**src/rtl/gps_pkg.sv**
```systemverilog
// Functional notes
// - receive clock keeps its period and both phases whole; no edge gap grows
// - transmit lines follow transmit clock; ignored while enable and error low
// - carrier extension is honoured only directly after a frame, both ways
// - transmit error during enable sends an invalid code-group, except on the first octet, which sends start
// - enable falling together with error rising sends end-of-packet delimiter
// - the transmit error input is always present at the interface
// - receive valid spans first to last octet; receive outputs follow rx clock
// - transmit data reaches receive lines only in loopback mode
// - receive error reports errors found in the received stream
// - carrier sense high while either path is busy, low when both idle
// - carrier sense stays high throughout a collision
// - collision is raised and held while the collision lasts
package gps_pkg;
    localparam int MCLK_MHZ         = 50;
    localparam int RX_CLK_PERIOD_NS = 160;
    localparam int RX_HALF_CYCLES   = (RX_CLK_PERIOD_NS * MCLK_MHZ) / 2000;

    localparam logic [7:0] CODE_PREAMBLE  = 8'h55;
    localparam logic [7:0] CODE_EXTEND    = 8'h0F;
    localparam logic [7:0] CODE_EXT_ERR   = 8'h1F;
    localparam logic [7:0] CODE_LPI       = 8'h01;
    localparam logic [7:0] CODE_FALSE_CAR = 8'h0E;
    localparam logic [7:0] CODE_ZERO      = 8'h00;

    // symbols exchanged with the medium coder
    typedef enum logic [2:0] {
        SYM_IDLE, SYM_START, SYM_DATA, SYM_END,
        SYM_INVALID, SYM_EXT, SYM_EXT_ERR, SYM_LPI
    } gps_sym_type;

    typedef enum logic [1:0] {
        PATH_IDLE, PATH_FRAME, PATH_TAIL, PATH_EXT
    } gps_path_type;
endpackage : gps_pkg

```
**src/rtl/gps_phy_core.sv**
```systemverilog
`timescale 1ns/1ps
`default_nettype none
module gps_phy_core
    import gps_pkg::*;
#(
    parameter int RX_HALF = RX_HALF_CYCLES
) (
    input  wire logic        mclk_i,      // system clock 50 MHz
    input  wire logic        rst_n_i,     // sync reset, active low
    input  wire logic        gtx_clk_i,   // transmit clock pin from MAC
    input  wire logic        tx_en_i,     // transmit enable pin
    input  wire logic        tx_er_i,     // transmit error pin
    input  wire logic [7:0]  txd_i,       // transmit data pins
    output logic             rx_clk_o,    // receive clock to MAC
    output logic             rx_dv_o,     // receive data valid
    output logic             rx_er_o,     // receive error
    output logic [7:0]       rxd_o,       // receive data
    output logic             crs_o,       // carrier sense
    output logic             col_o,       // collision
    input  wire logic        loopback_i,  // loop transmit into receive
    input  wire logic        half_dup_i,  // half duplex operation
    output gps_sym_type      tx_kind_o,   // symbol kind to medium
    output logic [7:0]       tx_sym_o,    // symbol octet to medium
    output logic             tx_stb_o,    // pulse per sent symbol
    input  wire gps_sym_type med_kind_i,  // symbol kind from medium
    input  wire logic [7:0]  med_sym_i    // symbol octet from medium
);
    logic         gclk_s1, gclk_s2, gclk_s3;
    logic         en_s1, en_s2, er_s1, er_s2;
    logic [7:0]   txd_s1, txd_s2;
    logic         tx_tick;
    gps_path_type tx_state, next_tx_state;
    gps_sym_type  next_tx_kind;
    logic [7:0]   next_tx_sym;
    logic         tx_busy;

    logic         rx_rise, rx_fall;
    gps_sym_type  src_kind;
    logic [7:0]   src_sym;
    gps_path_type rx_state, next_rx_state;
    logic         next_dv, next_er, next_rx_busy, rx_busy;
    logic [7:0]   next_rxd;

    // pins cross into the system clock through two flops
    always_ff @(posedge mclk_i) begin
        if (!rst_n_i) begin
            gclk_s1 <= 1'b0;
            gclk_s2 <= 1'b0;
            gclk_s3 <= 1'b0;
            en_s1   <= 1'b0;
            en_s2   <= 1'b0;
            er_s1   <= 1'b0;
            er_s2   <= 1'b0;
            txd_s1  <= CODE_ZERO;
            txd_s2  <= CODE_ZERO;
        end else begin
            gclk_s1 <= gtx_clk_i;
            gclk_s2 <= gclk_s1;
            gclk_s3 <= gclk_s2;
            en_s1   <= tx_en_i;
            en_s2   <= en_s1;
            er_s1   <= tx_er_i;
            er_s2   <= er_s1;
            txd_s1  <= txd_i;
            txd_s2  <= txd_s1;
        end
    end

    assign tx_tick = gclk_s2 & ~gclk_s3;

    // transmit coder, one decision per rising transmit clock edge
    always_comb begin
        next_tx_state = PATH_IDLE;
        next_tx_kind  = SYM_IDLE;
        next_tx_sym   = CODE_ZERO;
        if (en_s2) begin
            next_tx_state = PATH_FRAME;
            next_tx_sym   = txd_s2;
            if (tx_state != PATH_FRAME && tx_state != PATH_TAIL)
                next_tx_kind = SYM_START;
            else if (er_s2)
                next_tx_kind = SYM_INVALID;
            else
                next_tx_kind = SYM_DATA;
        end else if (tx_state == PATH_FRAME) begin
            // delimiter closes the frame; error high opens an extension
            next_tx_kind  = SYM_END;
            next_tx_state = er_s2 ? PATH_EXT : PATH_IDLE;
        end else if (er_s2) begin
            case (tx_state)
                PATH_EXT: begin
                    if (txd_s2 == CODE_EXTEND) begin
                        next_tx_kind  = SYM_EXT;
                        next_tx_state = PATH_EXT;
                    end else if (txd_s2 == CODE_EXT_ERR) begin
                        next_tx_kind  = SYM_EXT_ERR;
                        next_tx_state = PATH_EXT;
                    end
                end
                PATH_IDLE: begin
                    if (txd_s2 == CODE_LPI)
                        next_tx_kind = SYM_LPI;
                end
                default: begin
                    next_tx_kind = SYM_IDLE;
                end
            endcase
        end
        // enable and error both low: data lines are never looked at
    end

    always_ff @(posedge mclk_i) begin
        if (!rst_n_i) begin
            tx_state  <= PATH_IDLE;
            tx_kind_o <= SYM_IDLE;
            tx_sym_o  <= CODE_ZERO;
            tx_stb_o  <= 1'b0;
        end else begin
            tx_stb_o <= tx_tick;
            if (tx_tick) begin
                tx_state  <= next_tx_state;
                tx_kind_o <= next_tx_kind;
                tx_sym_o  <= next_tx_sym;
            end
        end
    end

    assign tx_busy = (tx_state != PATH_IDLE);

    gps_rx_clk_gen #(
        .HALF_CYCLES(RX_HALF)
    ) u_rx_clk (
        .mclk_i  (mclk_i),
        .rst_n_i (rst_n_i),
        .rx_clk_o(rx_clk_o),
        .rise_o  (rx_rise),
        .fall_o  (rx_fall)
    );

    // medium feeds receive unless loopback is chosen
    assign src_kind = loopback_i ? tx_kind_o : med_kind_i;
    assign src_sym  = loopback_i ? tx_sym_o  : med_sym_i;

    always_comb begin
        next_dv       = 1'b0;
        next_er       = 1'b0;
        next_rxd      = CODE_ZERO;
        next_rx_state = PATH_IDLE;
        next_rx_busy  = 1'b0;
        case (src_kind)
            SYM_START: begin
                next_dv       = 1'b1;
                next_rxd      = CODE_PREAMBLE;
                next_rx_state = PATH_FRAME;
                next_rx_busy  = 1'b1;
            end
            SYM_DATA: begin
                if (rx_state == PATH_FRAME) begin
                    next_dv       = 1'b1;
                    next_rxd      = src_sym;
                    next_rx_state = PATH_FRAME;
                    next_rx_busy  = 1'b1;
                end
            end
            SYM_INVALID: begin
                next_er      = 1'b1;
                next_rx_busy = 1'b1;
                if (rx_state == PATH_FRAME) begin
                    next_dv       = 1'b1;
                    next_rxd      = src_sym;
                    next_rx_state = PATH_FRAME;
                end else begin
                    next_rxd = CODE_FALSE_CAR;
                end
            end
            SYM_END: begin
                if (rx_state == PATH_FRAME) begin
                    next_rx_state = PATH_TAIL;
                    next_rx_busy  = 1'b1;
                end
            end
            SYM_EXT, SYM_EXT_ERR: begin
                if (rx_state == PATH_TAIL || rx_state == PATH_EXT) begin
                    next_er       = 1'b1;
                    next_rxd      = (src_kind == SYM_EXT) ? CODE_EXTEND
                                                          : CODE_EXT_ERR;
                    next_rx_state = PATH_EXT;
                    next_rx_busy  = 1'b1;
                end
            end
            SYM_LPI: begin
                if (rx_state == PATH_IDLE) begin
                    next_er  = 1'b1;
                    next_rxd = CODE_LPI;
                end
            end
            default: begin
                next_rx_state = PATH_IDLE;
            end
        endcase
    end

    // launch on the falling edge so the MAC samples stable values
    always_ff @(posedge mclk_i) begin
        if (!rst_n_i) begin
            rx_state <= PATH_IDLE;
            rx_dv_o  <= 1'b0;
            rx_er_o  <= 1'b0;
            rxd_o    <= CODE_ZERO;
            rx_busy  <= 1'b0;
        end else if (rx_fall) begin
            rx_state <= next_rx_state;
            rx_dv_o  <= next_dv;
            rx_er_o  <= next_er;
            rxd_o    <= next_rxd;
            rx_busy  <= next_rx_busy;
        end
    end

    always_ff @(posedge mclk_i) begin
        if (!rst_n_i) begin
            crs_o <= 1'b0;
            col_o <= 1'b0;
        end else begin
            crs_o <= tx_busy | rx_busy;
            col_o <= half_dup_i & tx_busy & rx_busy;
        end
    end

    chk_idle_ignores_txd: assert property (
        @(posedge mclk_i) disable iff (!rst_n_i)
        tx_tick && !en_s2 && !er_s2 && tx_state == PATH_IDLE
        |=> tx_kind_o == SYM_IDLE && tx_sym_o == CODE_ZERO)
        else $error("transmit lines affected the medium while idle");

    chk_err_sends_invalid: assert property (
        @(posedge mclk_i) disable iff (!rst_n_i)
        tx_tick && en_s2 && er_s2 && tx_state == PATH_FRAME
        |=> tx_kind_o == SYM_INVALID && tx_stb_o)
        else $error("transmit error did not send invalid code");

    chk_drop_sends_end: assert property (
        @(posedge mclk_i) disable iff (!rst_n_i)
        tx_tick && !en_s2 && er_s2 && tx_state == PATH_FRAME
        |=> tx_kind_o == SYM_END && tx_state == PATH_EXT)
        else $error("end delimiter missing when enable fell");

    chk_ext_after_frame: assert property (
        @(posedge mclk_i) disable iff (!rst_n_i)
        $rose(rx_er_o && !rx_dv_o && rxd_o == CODE_EXTEND)
        |-> $past(rx_state) == PATH_TAIL || $past(rx_state) == PATH_EXT)
        else $error("receive extension not directly after a frame");

    chk_rx_steady: assert property (
        @(posedge mclk_i) disable iff (!rst_n_i)
        !rx_fall |=> $stable(rx_dv_o) && $stable(rxd_o) && $stable(rx_er_o))
        else $error("receive outputs moved off the clock edge");

    chk_rx_dv_start: assert property (
        @(posedge mclk_i) disable iff (!rst_n_i)
        rx_fall && src_kind == SYM_START
        |=> rx_dv_o && rxd_o == CODE_PREAMBLE && !rx_er_o)
        else $error("receive valid not raised on first octet");

    chk_no_loopback: assert property (
        @(posedge mclk_i) disable iff (!rst_n_i)
        rx_fall && !loopback_i && med_kind_i == SYM_DATA
        && rx_state == PATH_FRAME |=> rxd_o == $past(med_sym_i))
        else $error("receive data not taken from the medium");

    chk_rx_err_report: assert property (
        @(posedge mclk_i) disable iff (!rst_n_i)
        rx_fall && src_kind == SYM_INVALID |=> rx_er_o)
        else $error("receive error not reported");

    chk_crs_tracks_busy: assert property (
        @(posedge mclk_i) disable iff (!rst_n_i)
        ##1 crs_o == $past(tx_busy || rx_busy))
        else $error("carrier sense disagrees with path activity");

    chk_crs_in_collision: assert property (
        @(posedge mclk_i) disable iff (!rst_n_i)
        col_o |-> crs_o)
        else $error("carrier sense low during collision");

    chk_col_follows: assert property (
        @(posedge mclk_i) disable iff (!rst_n_i)
        half_dup_i && tx_busy && rx_busy |=> col_o)
        else $error("collision not raised");
endmodule : gps_phy_core
`default_nettype wire

```
**src/rtl/gps_rx_clk_gen.sv**
```systemverilog
`timescale 1ns/1ps
`default_nettype none
module gps_rx_clk_gen
    import gps_pkg::*;
#(
    parameter int HALF_CYCLES = RX_HALF_CYCLES
) (
    input  wire logic mclk_i,   // system clock
    input  wire logic rst_n_i,  // sync reset, active low
    output logic      rx_clk_o, // receive clock out
    output logic      rise_o,   // pulse with rising edge
    output logic      fall_o    // pulse with falling edge
);
    localparam logic [7:0] LAST = 8'(HALF_CYCLES - 1);

    logic [7:0] cnt;

    // fixed divider: phases never shrink or stretch on any path
    always_ff @(posedge mclk_i) begin
        if (!rst_n_i) begin
            cnt      <= 8'h00;
            rx_clk_o <= 1'b0;
            rise_o   <= 1'b0;
            fall_o   <= 1'b0;
        end else if (cnt == LAST) begin
            cnt      <= 8'h00;
            rx_clk_o <= ~rx_clk_o;
            rise_o   <= ~rx_clk_o;
            fall_o   <= rx_clk_o;
        end else begin
            cnt      <= cnt + 8'h01;
            rise_o   <= 1'b0;
            fall_o   <= 1'b0;
        end
    end

    chk_clk_high_phase: assert property (
        @(posedge mclk_i) disable iff (!rst_n_i)
        $rose(rx_clk_o) |-> rx_clk_o[*4] ##1 !rx_clk_o)
        else $error("rx clock high phase not four cycles");

    chk_clk_low_phase: assert property (
        @(posedge mclk_i) disable iff (!rst_n_i)
        $fell(rx_clk_o) |-> !rx_clk_o[*4] ##1 rx_clk_o)
        else $error("rx clock low phase not four cycles");
endmodule : gps_rx_clk_gen
`default_nettype wire

```
**config.mk**
```make
export PLATFORM = sky130hd
export DESIGN_NAME = gps_phy_core
export DESIGN_NICKNAME = d
export VERILOG_FILES = /design/src/rtl/gps_pkg.sv /design/src/rtl/gps_phy_core.sv /design/src/rtl/gps_rx_clk_gen.sv
export SDC_FILE = /design/constraint.sdc
export NUM_CORES = 1
export LEC_CHECK = 0
export BUFFER_PORTS_ARGS = -buffer_cell sky130_fd_sc_hd__buf_2
export CAP_MARGIN = 0
export CELL_PAD_IN_SITES_DETAIL_PLACEMENT = 1
export CELL_PAD_IN_SITES_GLOBAL_PLACEMENT = 2
export CORE_UTILIZATION = 30
export CTS_CLUSTER_DIAMETER = 100
export DETAILED_ROUTE_END_ITERATION = 8
export PLACE_DENSITY_LB_ADDON = 0.12
export SYNTH_ARGS = -nofsm -noshare
export SYNTH_HDL_FRONTEND = slang
export SYNTH_SLANG_ARGS = --single-unit
```
**constraint.sdc**
```tcl
create_clock -name mclk_i -period 1.75 [get_ports mclk_i]
set_clock_uncertainty 0.2 [all_clocks]
set_input_delay 0.525 -clock mclk_i [delete_from_list [all_inputs] [get_ports mclk_i]]
set_output_delay 0.525 -clock mclk_i [all_outputs]
set_load 0.02 [all_outputs]
```
==> results of run 1 <==
-- stage by stage --
stage | area [um^2] | TNS, ps
3_5_place_dp | 3240 | -3580
2_1_floorplan | 2720 | -536
5_1_grt | 3490 | 0
4_1_cts | 3450 | 0
3_3_place_gp | 3240 | -3070
6_report | 3490 | 0
-- repair_timing --
| action | 4_1_cts | 5_1_grt |
|---|---|---|
| pin swaps | 0 | 1 |
| endpoints found under the hold margin | 0 | 0 |
| gates cloned | 0 | 0 |
| resized for setup | 2 | 10 |
| setup buffers | 0 | 0 |
| endpoints found under the setup margin | 3 | 9 |
-- path summary, 6_finish.rpt --
path	cells past startpoint	slack [ps]	end	from
worst max-delay path	1	50	tx_kind_o[2]	tx_kind_o[2]
worst min-delay path	2	180	gclk_s1	gtx_clk_i
worst max register to register	5	110	tx_state[1]	tx_state[0]
worst min register to register	1	230	er_s2	er_s1
-- logic make-up after synthesis --
| logic type | after synthesis | share of synthesized area |
|---|---|---|
| buf+inv | 21 | 0.0423 |
| flops | 62 | 0.466 |
| mux | 14 | 0.0625 |
| simple gates | 118 | 0.241 |
| compound gates | 55 | 0.140 |
| xor+xnor | 8 | 0.0291 |
| fa+ha+maj | 4 | 0.0188 |
-- cells in the final DEF, fill, tap and decap left out, drive strengths merged, types with 2 or more instances in the layout --
cell type and count:
buf 74, dfxtp 62, and2 26, nand2 23, nand3 17, a21boi 14, nor2 13, o21ai 13
clkbuf 13, mux2i 9, nor3 6, inv 6, and3 6, xnor2 6, a31oi 5, nor2b 5
a21oi 5, nand4 5, mux2 5, nand3b 4, ha 4, nand2b 4, a211oi 4, o21a 3
nor3b 3, nor4 3, o31ai 3, and4 2, xor2 2, a2bb2oi 2
-- cell type report --
cell class	instances	area, um^2	share of cell area
Clock buffer	12	145	0.0416
Inverter	5	18.8	0.00537
Timing Repair Buffer	75	503	0.144
Sequential cell	62	1240	0.356
Multi-Input combinational cell	199	1390	0.398
Clock inverter	4	55.1	0.0158
Tap cell	108	135	0.0387
-- routing by layer --
metal	wire length, um	track usage
met5	0	0
met4	71	0.0622
met3	335	0.0498
met2	2880	0.236
met1	3440	0.223
-- worst register-to-register path: stages (launching register included) --
cell	delay [ps]
dfxtp_2	360
ha_1	150
and4_1	240
nand3_1	90
a21boi_0	330
a41o_1	210
-- where the power goes --
part / leakage [uW] / internal (uW) / switching (uW)
Sequential: 0.000506 / 1450 / 31.1
Clock: 0.0000972 / 706 / 577
Combinational: 0.000837 / 162 / 153
Total: 0.00144 / 2320 / 761
-- state kept, by name, indices dropped and copies added, names as in the netlist, 2 cells and up --
name / count
rx_state: 2
rxd_o: 8
tx_sym_o: 8
txd_s2: 8
tx_kind_o: 3
txd_s1: 8
tx_state: 2
u_rx_clk.cnt: 8
==> metrics.txt, run 1 <==
Synth Cell Area 2660 um^2; mean post-synth cell area 9.44 um^2; Total GRT Usage 0.163; P&R area growth vs syn 31.2%; ratio of cells with drive above 1 in the final layout 0.317; # rows 34; Ys Warns 0; Final period util 0.973; post-layout worst setup margin 47.6 ps; Worst Hold Slack 183 ps; H-tree Lvls 3; post-synthesis cell count 282; Die Span Y 96.2 um; TritonCTS Sinks 62; status complete, no violations; EDFF count, synth 0; Max Freq 587 MHz; CP max FO 4; CP top delay family flip-flops; worst IR drop on VDD 0.000332 V; Bufs on Longest Clock Path 2; CTS tree done; sequential element share of the synthesized area 0.466; count leader, synth dfxtp_1; most used flip-flop cell after synthesis dfxtp_1; pre-CTS setup slack -314 ps; Pwr Total 3080 uW; Crit Path Category reg -> out; Final ANT Viol Nets 0; Max Slew Vio Count 0; Synth area leaders dfxtp_1, and2_1, nand3_1, a21boi_0, nand2_1; hpwl dp 4.93 mm; Max-Cap Viols 0; fraction of registers with async set/reset 0; drt total wl 6.73 mm; Least-Margin Pin Slew 474 ps; WP data arrival 980 ps; area fraction of the dominant cell type after synthesis 0.466; Synth cell types 46; RSZ-0062 raised after global routing false; Vias/cell 4.79; Slowest cell on crit path dfxtp_1; DRC viols 0; area of the core 8640 um^2; Worst Setup End Kind primary output; initial antenna violation count 0; minimum clock period 1700 ps; clk_lat worst skew 340 ps; delay of the slowest cell on the worst path 430 ps; cts bufs inserted 9; Antenna diodes 0; Commonest cells post-synth dfxtp_1, and2_1, nand2_1; Net Count, Synth 312; CP startpoint kind register; DRT Pass-1 Iters 4; Slew HR 0.684; Fin. Hold Viols 0; PwrDens 882 nW/um^2; Hold Crit Class in -> reg; post-route non-filler standard cell count 465; Core Util, Final 0.404; # setup viols final 0; Root Buffer clkbuf_8; Reg clk slew, reported paths 80 ps; Port Buffers 50; first-pass GRT wire length 11.2 mm; Starting Density 0.308; global placer's final weighted congestion 0.791; 1st-iter DRT viols 30; CTS Hold Bufs 0; Yosys reg bits 62; largest net degree at the start of global routing 40; die footprint 9260 um^2; Die W 96.2 um; vias in the first global route 2,273; crit path cell chain buf_2; total gr overflow 0; Worst EP required 1020 ps; # nets final 382; crit path buf inv count 1; WL/cell 14.5 um; DR vias 2,226; Fillers 1,000; post-synth top area cell dfxtp_1; Top Ports 51; LEAKAGE 0.00144 uW; cell count after placement 449
No activity file was read; power rests on OpenSTA's default activity.
==> inputs of run 2 (changes only) <==
clock period = 1.49 ns   (was 1.75 ns; I/O delays follow)
==> metrics.txt, run 2 (synthesis gave the netlist of run 1 again) <==
status complete, but fails checks (was complete, no violations); failing checks setup timing; P_sw 902 uW (was 761 uW); setup TNS -867 ps (was 0 ps); post-layout worst setup margin -102 ps (was 47.6 ps); crit path buf inv count 1 (unchanged); Die Span Y 96.2 um (unchanged); total gr overflow 0 (unchanged); Total GRT Usage 0.179 (was 0.163); P&R area growth vs syn 53.5% (was 31.2%); Max Freq 628 MHz; WP data arrival 1670 ps (was 980 ps); H-tree Lvls 3 (unchanged); 1st-iter DRT viols 60 (was 30); Pwr Total 3460 uW (was 3080 uW); Max Slew Vio Count 0 (unchanged); minimum clock period 1590 ps; drt total wl 7.56 mm (was 6.73 mm); Crit Path Category reg -> reg (was reg -> out); Pint 2560 uW (was 2320 uW); die footprint 9260 um^2 (unchanged); Slew HR 0.764 (was 0.684); worst IR drop on VDD 0.000585 V (was 0.000332 V); FF+latch area 1280 um^2 (was 1240 um^2); Vias/cell 4.88 (was 4.79); DRT Pass-1 Iters 4 (unchanged); Worst Setup End Kind register (was primary output); # rows 34 (unchanged); CP top delay family compound AO/OA/AOI/OAI gates (was flip-flops); Least-Margin Pin Slew 353 ps (was 474 ps); area of the core 8640 um^2 (unchanged); initial antenna violation count 0 (unchanged); Worst EP required 1560 ps (was 1020 ps); Sw Ratio 0.260 (was 0.247); TritonCTS Sinks 62 (unchanged); RSZ-0062 raised after global routing true (was false); total placed instance area 3410 um^2 (was 3240 um^2); Final period util 1.07; Reg clk slew, reported paths 70 ps (was 80 ps); Logic pwr share 0.145 (was 0.102); commonest non-fill, non-tap cell in the layout buf_4 (was dfxtp_1); commonest non-fill, non-tap cells in the layout buf_4, dfxtp_1, buf_6 (was dfxtp_1, buf_2, and2_1); Hold Crit Class in -> reg (unchanged); DR vias 2,453 (was 2,226); CP max FO 7 (was 4); Root Buffer clkbuf_8 (unchanged); crit path cell chain mux2_4, buf_6, a211oi_2, o21a_1, a2bb2oi_2 (was buf_2); footprint of the multi-input gates 1570 um^2 (was 1390 um^2); clk_lat worst skew 340 ps (about the same); # nets final 422 (was 382); Starting Density 0.308 (unchanged); vias in the first global route 2,526 (was 2,273); # setup viols final 16 (was 0); Top Ports 51 (unchanged); Max-Cap Viols 0 (unchanged); Slowest cell on crit path dfxtp_2 (was dfxtp_1); global placer's final weighted congestion 0.846 (was 0.791); first-pass GRT wire length 12.3 mm (was 11.2 mm); LEAKAGE 0.00167 uW (was 0.00144 uW); Core Util, Final 0.473 (was 0.404); Fillers 978 (was 1,000); delay of the slowest cell on the worst path 340 ps (was 430 ps); Flop pwr share 0.503 (was 0.482); PwrDens 847 nW/um^2 (was 882 nW/um^2); DRC viols 0 (unchanged); Worst Hold Slack 115 ps (was 183 ps); Port Buffers 50 (unchanged); post-route cell area 4090 um^2 (was 3490 um^2); Die W 96.2 um (unchanged); CP startpoint kind register (unchanged); Fin. Hold Viols 0 (unchanged); ratio of cells with drive above 1 in the final layout 0.511 (was 0.317); Final ANT Viol Nets 0 (unchanged); largest net degree at the start of global routing 26 (was 40); cts bufs inserted 9 (unchanged); WL/cell 15.0 um (was 14.5 um); Antenna diodes 0 (unchanged); CTS tree done (unchanged); Bufs on Longest Clock Path 2 (unchanged); hpwl dp 5.44 mm (was 4.93 mm); clock network fraction of design power 0.353 (was 0.416)
run 2: cell types whose count changed in the layout (fill, tap and decap cells not counted), sizes merged:
| cell | change |
|---|---|
| inv | -1 |
| clkbuf | -3 |
| clkinv | +2 |
| bufinv | -1 |
| buf | +41 |
run 2: metrics by stage:
stage,std cells,setup WS (ps)
after floorplan,282,-264
after global placement,471,-448
after detailed placement,471,-509
after CTS,496,-81.8
after global routing,503,-176
final,503,-102
run 2: final cells by class:
class / count / area share
Clock buffer: 10 / 0.0312
Clock inverter: 4 / 0.00643
Timing Repair Buffer: 115 / 0.227
Inverter: 5 / 0.00582
Multi-Input combinational cell: 199 / 0.384
Sequential cell: 62 / 0.313
Tap cell: 108 / 0.0331
run 2: path summary, 6_finish.rpt:
path	depth (start not counted)	slack (ps)	start	endpoint
hold reg to reg	1	230	txd_s1[0]	txd_s2[0]
setup / recovery	5	-100	tx_kind_o[0]	rxd_o[1]
setup reg to reg	5	-100	tx_kind_o[0]	rxd_o[1]
hold / removal	2	110	txd_i[5]	txd_s1[5]
run 2: layer usage:
metal	vias to the layer above	share of wire	GRT usage
met2	52	0.46	0.283
met1	1180	0.48	0.236
met3	9	0.043	0.0355
li1	1212	-	-
met4	0	0.014	0.0746
met5	-	0	0
run 2: power groups by stage:
stage / logic (uW) / registers, uW / clock network (uW)
after floorplan: 224 / 1780 / 0
after global placement: 393 / 1770 / 0
after detailed placement: 400 / 1770 / 0
after CTS: 453 / 1740 / 1280
after global routing: 547 / 1750 / 1350
final: 501 / 1740 / 1220
run 2: timing repair:
| action | 4_1_cts | 5_1_grt |
|---|---|---|
| setup buffers | 12 | 7 |
| gates resized for setup | 69 | 58 |
| hold buffers | 0 | 0 |
| endpoints found under the setup margin | 41 | 51 |
| pin swaps | 10 | 16 |
==> inputs of run 3 (changes only) <==
SYNTH_HIERARCHICAL = 1   (was unset)
==> metrics.txt, run 3 <==
first-pass GRT wire length 12.7 mm (was 12.3 mm); failing checks setup timing (unchanged); Worst EP required 1570 ps (was 1560 ps); 1st-iter DRT viols 61 (was 60); Antenna diodes 0 (unchanged); Most Frequent Cell on Critical Path or3_4; Max Slew Vio Count 0 (unchanged); Ys Warns 6 (was 0); footprint of the multi-input gates 1620 um^2 (was 1570 um^2); ratio of cells with drive above 1 in the final layout 0.532 (was 0.511); Flop pwr share 0.487 (was 0.503); area of the core 8720 um^2 (was 8640 um^2); Max-Cap Viols 0 (unchanged); P&R area growth vs syn 55.2% (was 53.5%); worst IR drop on VDD 0.000442 V (was 0.000585 V); Crit Path Category reg -> reg (unchanged); clk_lat worst skew 340 ps (about the same); Hold Crit Class in -> reg (unchanged); cts bufs inserted 9 (unchanged); Vias/cell 4.86 (was 4.88); crit path cell chain or3_4, or3_4, a2111o_1, a21oi_2 (was mux2_4, buf_6, a211oi_2, o21a_1, a2bb2oi_2); mean post-synth cell area 9.37 um^2 (was 9.44 um^2); Starting Density 0.311 (was 0.308); # rows 34 (unchanged); # nets final 434 (was 422); Reg clk slew, reported paths 70 ps (about the same); minimum clock period 1830 ps (was 1590 ps); Final period util 1.23 (was 1.07); commonest non-fill, non-tap cells in the layout buf_4, dfxtp_1, buf_2 (was buf_4, dfxtp_1, buf_6); Fin. Hold Viols 0 (unchanged); delay of the slowest cell on the worst path 400 ps (was 340 ps); RSZ-0062 raised after global routing true (unchanged); post-layout worst setup margin -338 ps (was -102 ps); hpwl dp 5.45 mm (was 5.44 mm); Fillers 975 (was 978); TritonCTS Sinks 62 (unchanged); crit path buf inv count 0 (was 1); Least-Margin Pin Slew 359 ps (was 353 ps); P_sw 931 uW (was 902 uW); Logic pwr share 0.147 (was 0.145); WP data arrival 1910 ps (was 1670 ps); CTS tree done (unchanged); DRT Pass-1 Iters 4 (unchanged); clock network fraction of design power 0.366 (was 0.353); H-tree Lvls 3 (unchanged); CP max FO 2 (was 7); Worst Setup End Kind register (unchanged); Total GRT Usage 0.167 (was 0.179); vias in the first global route 2,660 (was 2,526); global placer's final weighted congestion 0.792 (was 0.846); CP top delay family simple AND/OR/NAND/NOR gates (was compound AO/OA/AOI/OAI gates); post-route non-filler standard cell count 516 (was 503); Top Ports 51 (unchanged); DR vias 2,506 (was 2,453); pre-CTS setup slack -524 ps (was -509 ps); Slew HR 0.754 (was 0.764); Die W 97.0 um (was 96.2 um); Net Count, Synth 319 (was 312); CTS Hold Bufs 0 (unchanged); Synth Cell Area 2710 um^2 (was 2660 um^2); DRC viols 0 (unchanged); commonest non-fill, non-tap cell in the layout buf_4 (unchanged); die footprint 9410 um^2 (was 9260 um^2); Max Freq 547 MHz (was 628 MHz); setup TNS -2200 ps (was -867 ps); FF+latch area 1280 um^2 (about the same); initial antenna violation count 0 (unchanged); CP startpoint kind register (unchanged); Sw Ratio 0.263 (was 0.260); drt total wl 7.63 mm (was 7.56 mm); Bufs on Longest Clock Path 2 (unchanged); largest net degree at the start of global routing 20 (was 26); LEAKAGE 0.00168 uW (was 0.00167 uW); total gr overflow 0 (unchanged); PwrDens 843 nW/um^2 (was 847 nW/um^2); Pint 2610 uW (was 2560 uW); Worst Hold Slack 110 ps (was 115 ps); # setup viols final 21 (was 16); Die Span Y 97.0 um (was 96.2 um); cell count after placement 485 (was 471); status complete, but fails checks (unchanged); post-synthesis cell count 289 (was 282); WL/cell 14.8 um (was 15.0 um); Root Buffer clkbuf_8 (unchanged); Port Buffers 50 (unchanged); Slowest cell on crit path a2111o_1 (was dfxtp_2); Final ANT Viol Nets 0 (unchanged)
## run 3: changes by cell type in the layout (fill, tap and decap cells not counted), sizes merged, moves of 4 or more
cell | before | now
buf | 115 | 121
or3 | 0 | 5
xnor2 | 6 | 1
and3 | 6 | 2
## run 3: layout make-up
cell class | instances | area share
multi-input combinational | 202 | 0.384
sequential | 62 | 0.305
timing repair buffer | 121 | 0.232
clock buffer | 11 | 0.0336
tap | 108 | 0.0321
inverter | 8 | 0.00714
clock inverter | 4 | 0.00565
## run 3: per-stage QoR
| step | total power (uW) | util | instance area, um^2 |
|---|---|---|---|
| CTS | 3550 | 0.461 | 4020 |
| finish | 3550 | 0.482 | 4210 |
| floorplan | 2010 | - | 2860 |
| global placement | 2190 | 0.410 | 3580 |
| detailed placement | 2200 | 0.410 | 3580 |
| global route | 3730 | 0.482 | 4210 |
## run 3: worst paths after layout
kind                            startpoint  cells past startpoint      endpoint  slack [ps]
worst max-delay path             txd_s2[1]                      4  tx_kind_o[2]        -340
worst min register to register   txd_s1[5]                      1     txd_s2[5]         230
worst min-delay path               tx_en_i                      2         en_s1         110
worst max register to register   txd_s2[1]                      4  tx_kind_o[2]        -340
## run 3: routing by layer
metal | global-route usage | share of wire
met3 | 0.0311 | 0.024
met2 | 0.306 | 0.53
met1 | 0.190 | 0.43
met5 | 0 | 0
met4 | 0.0666 | 0.019
## run 3: timing repair
action / in CTS / in global routing
pin swaps: 14 / 8
endpoints found under the setup margin: 43 / 47
resized for setup: 63 / 50
endpoints found under the hold margin: 0 / 0
setup buffers: 11 / 5
## run 3: power groups by stage
stage	clock, uW	combinational, uW	sequential (uW)
floorplan	0	241	1770
global placement	0	428	1760
detailed placement	0	435	1760
CTS	1330	490	1720
global route	1440	560	1730
finish	1300	521	1730
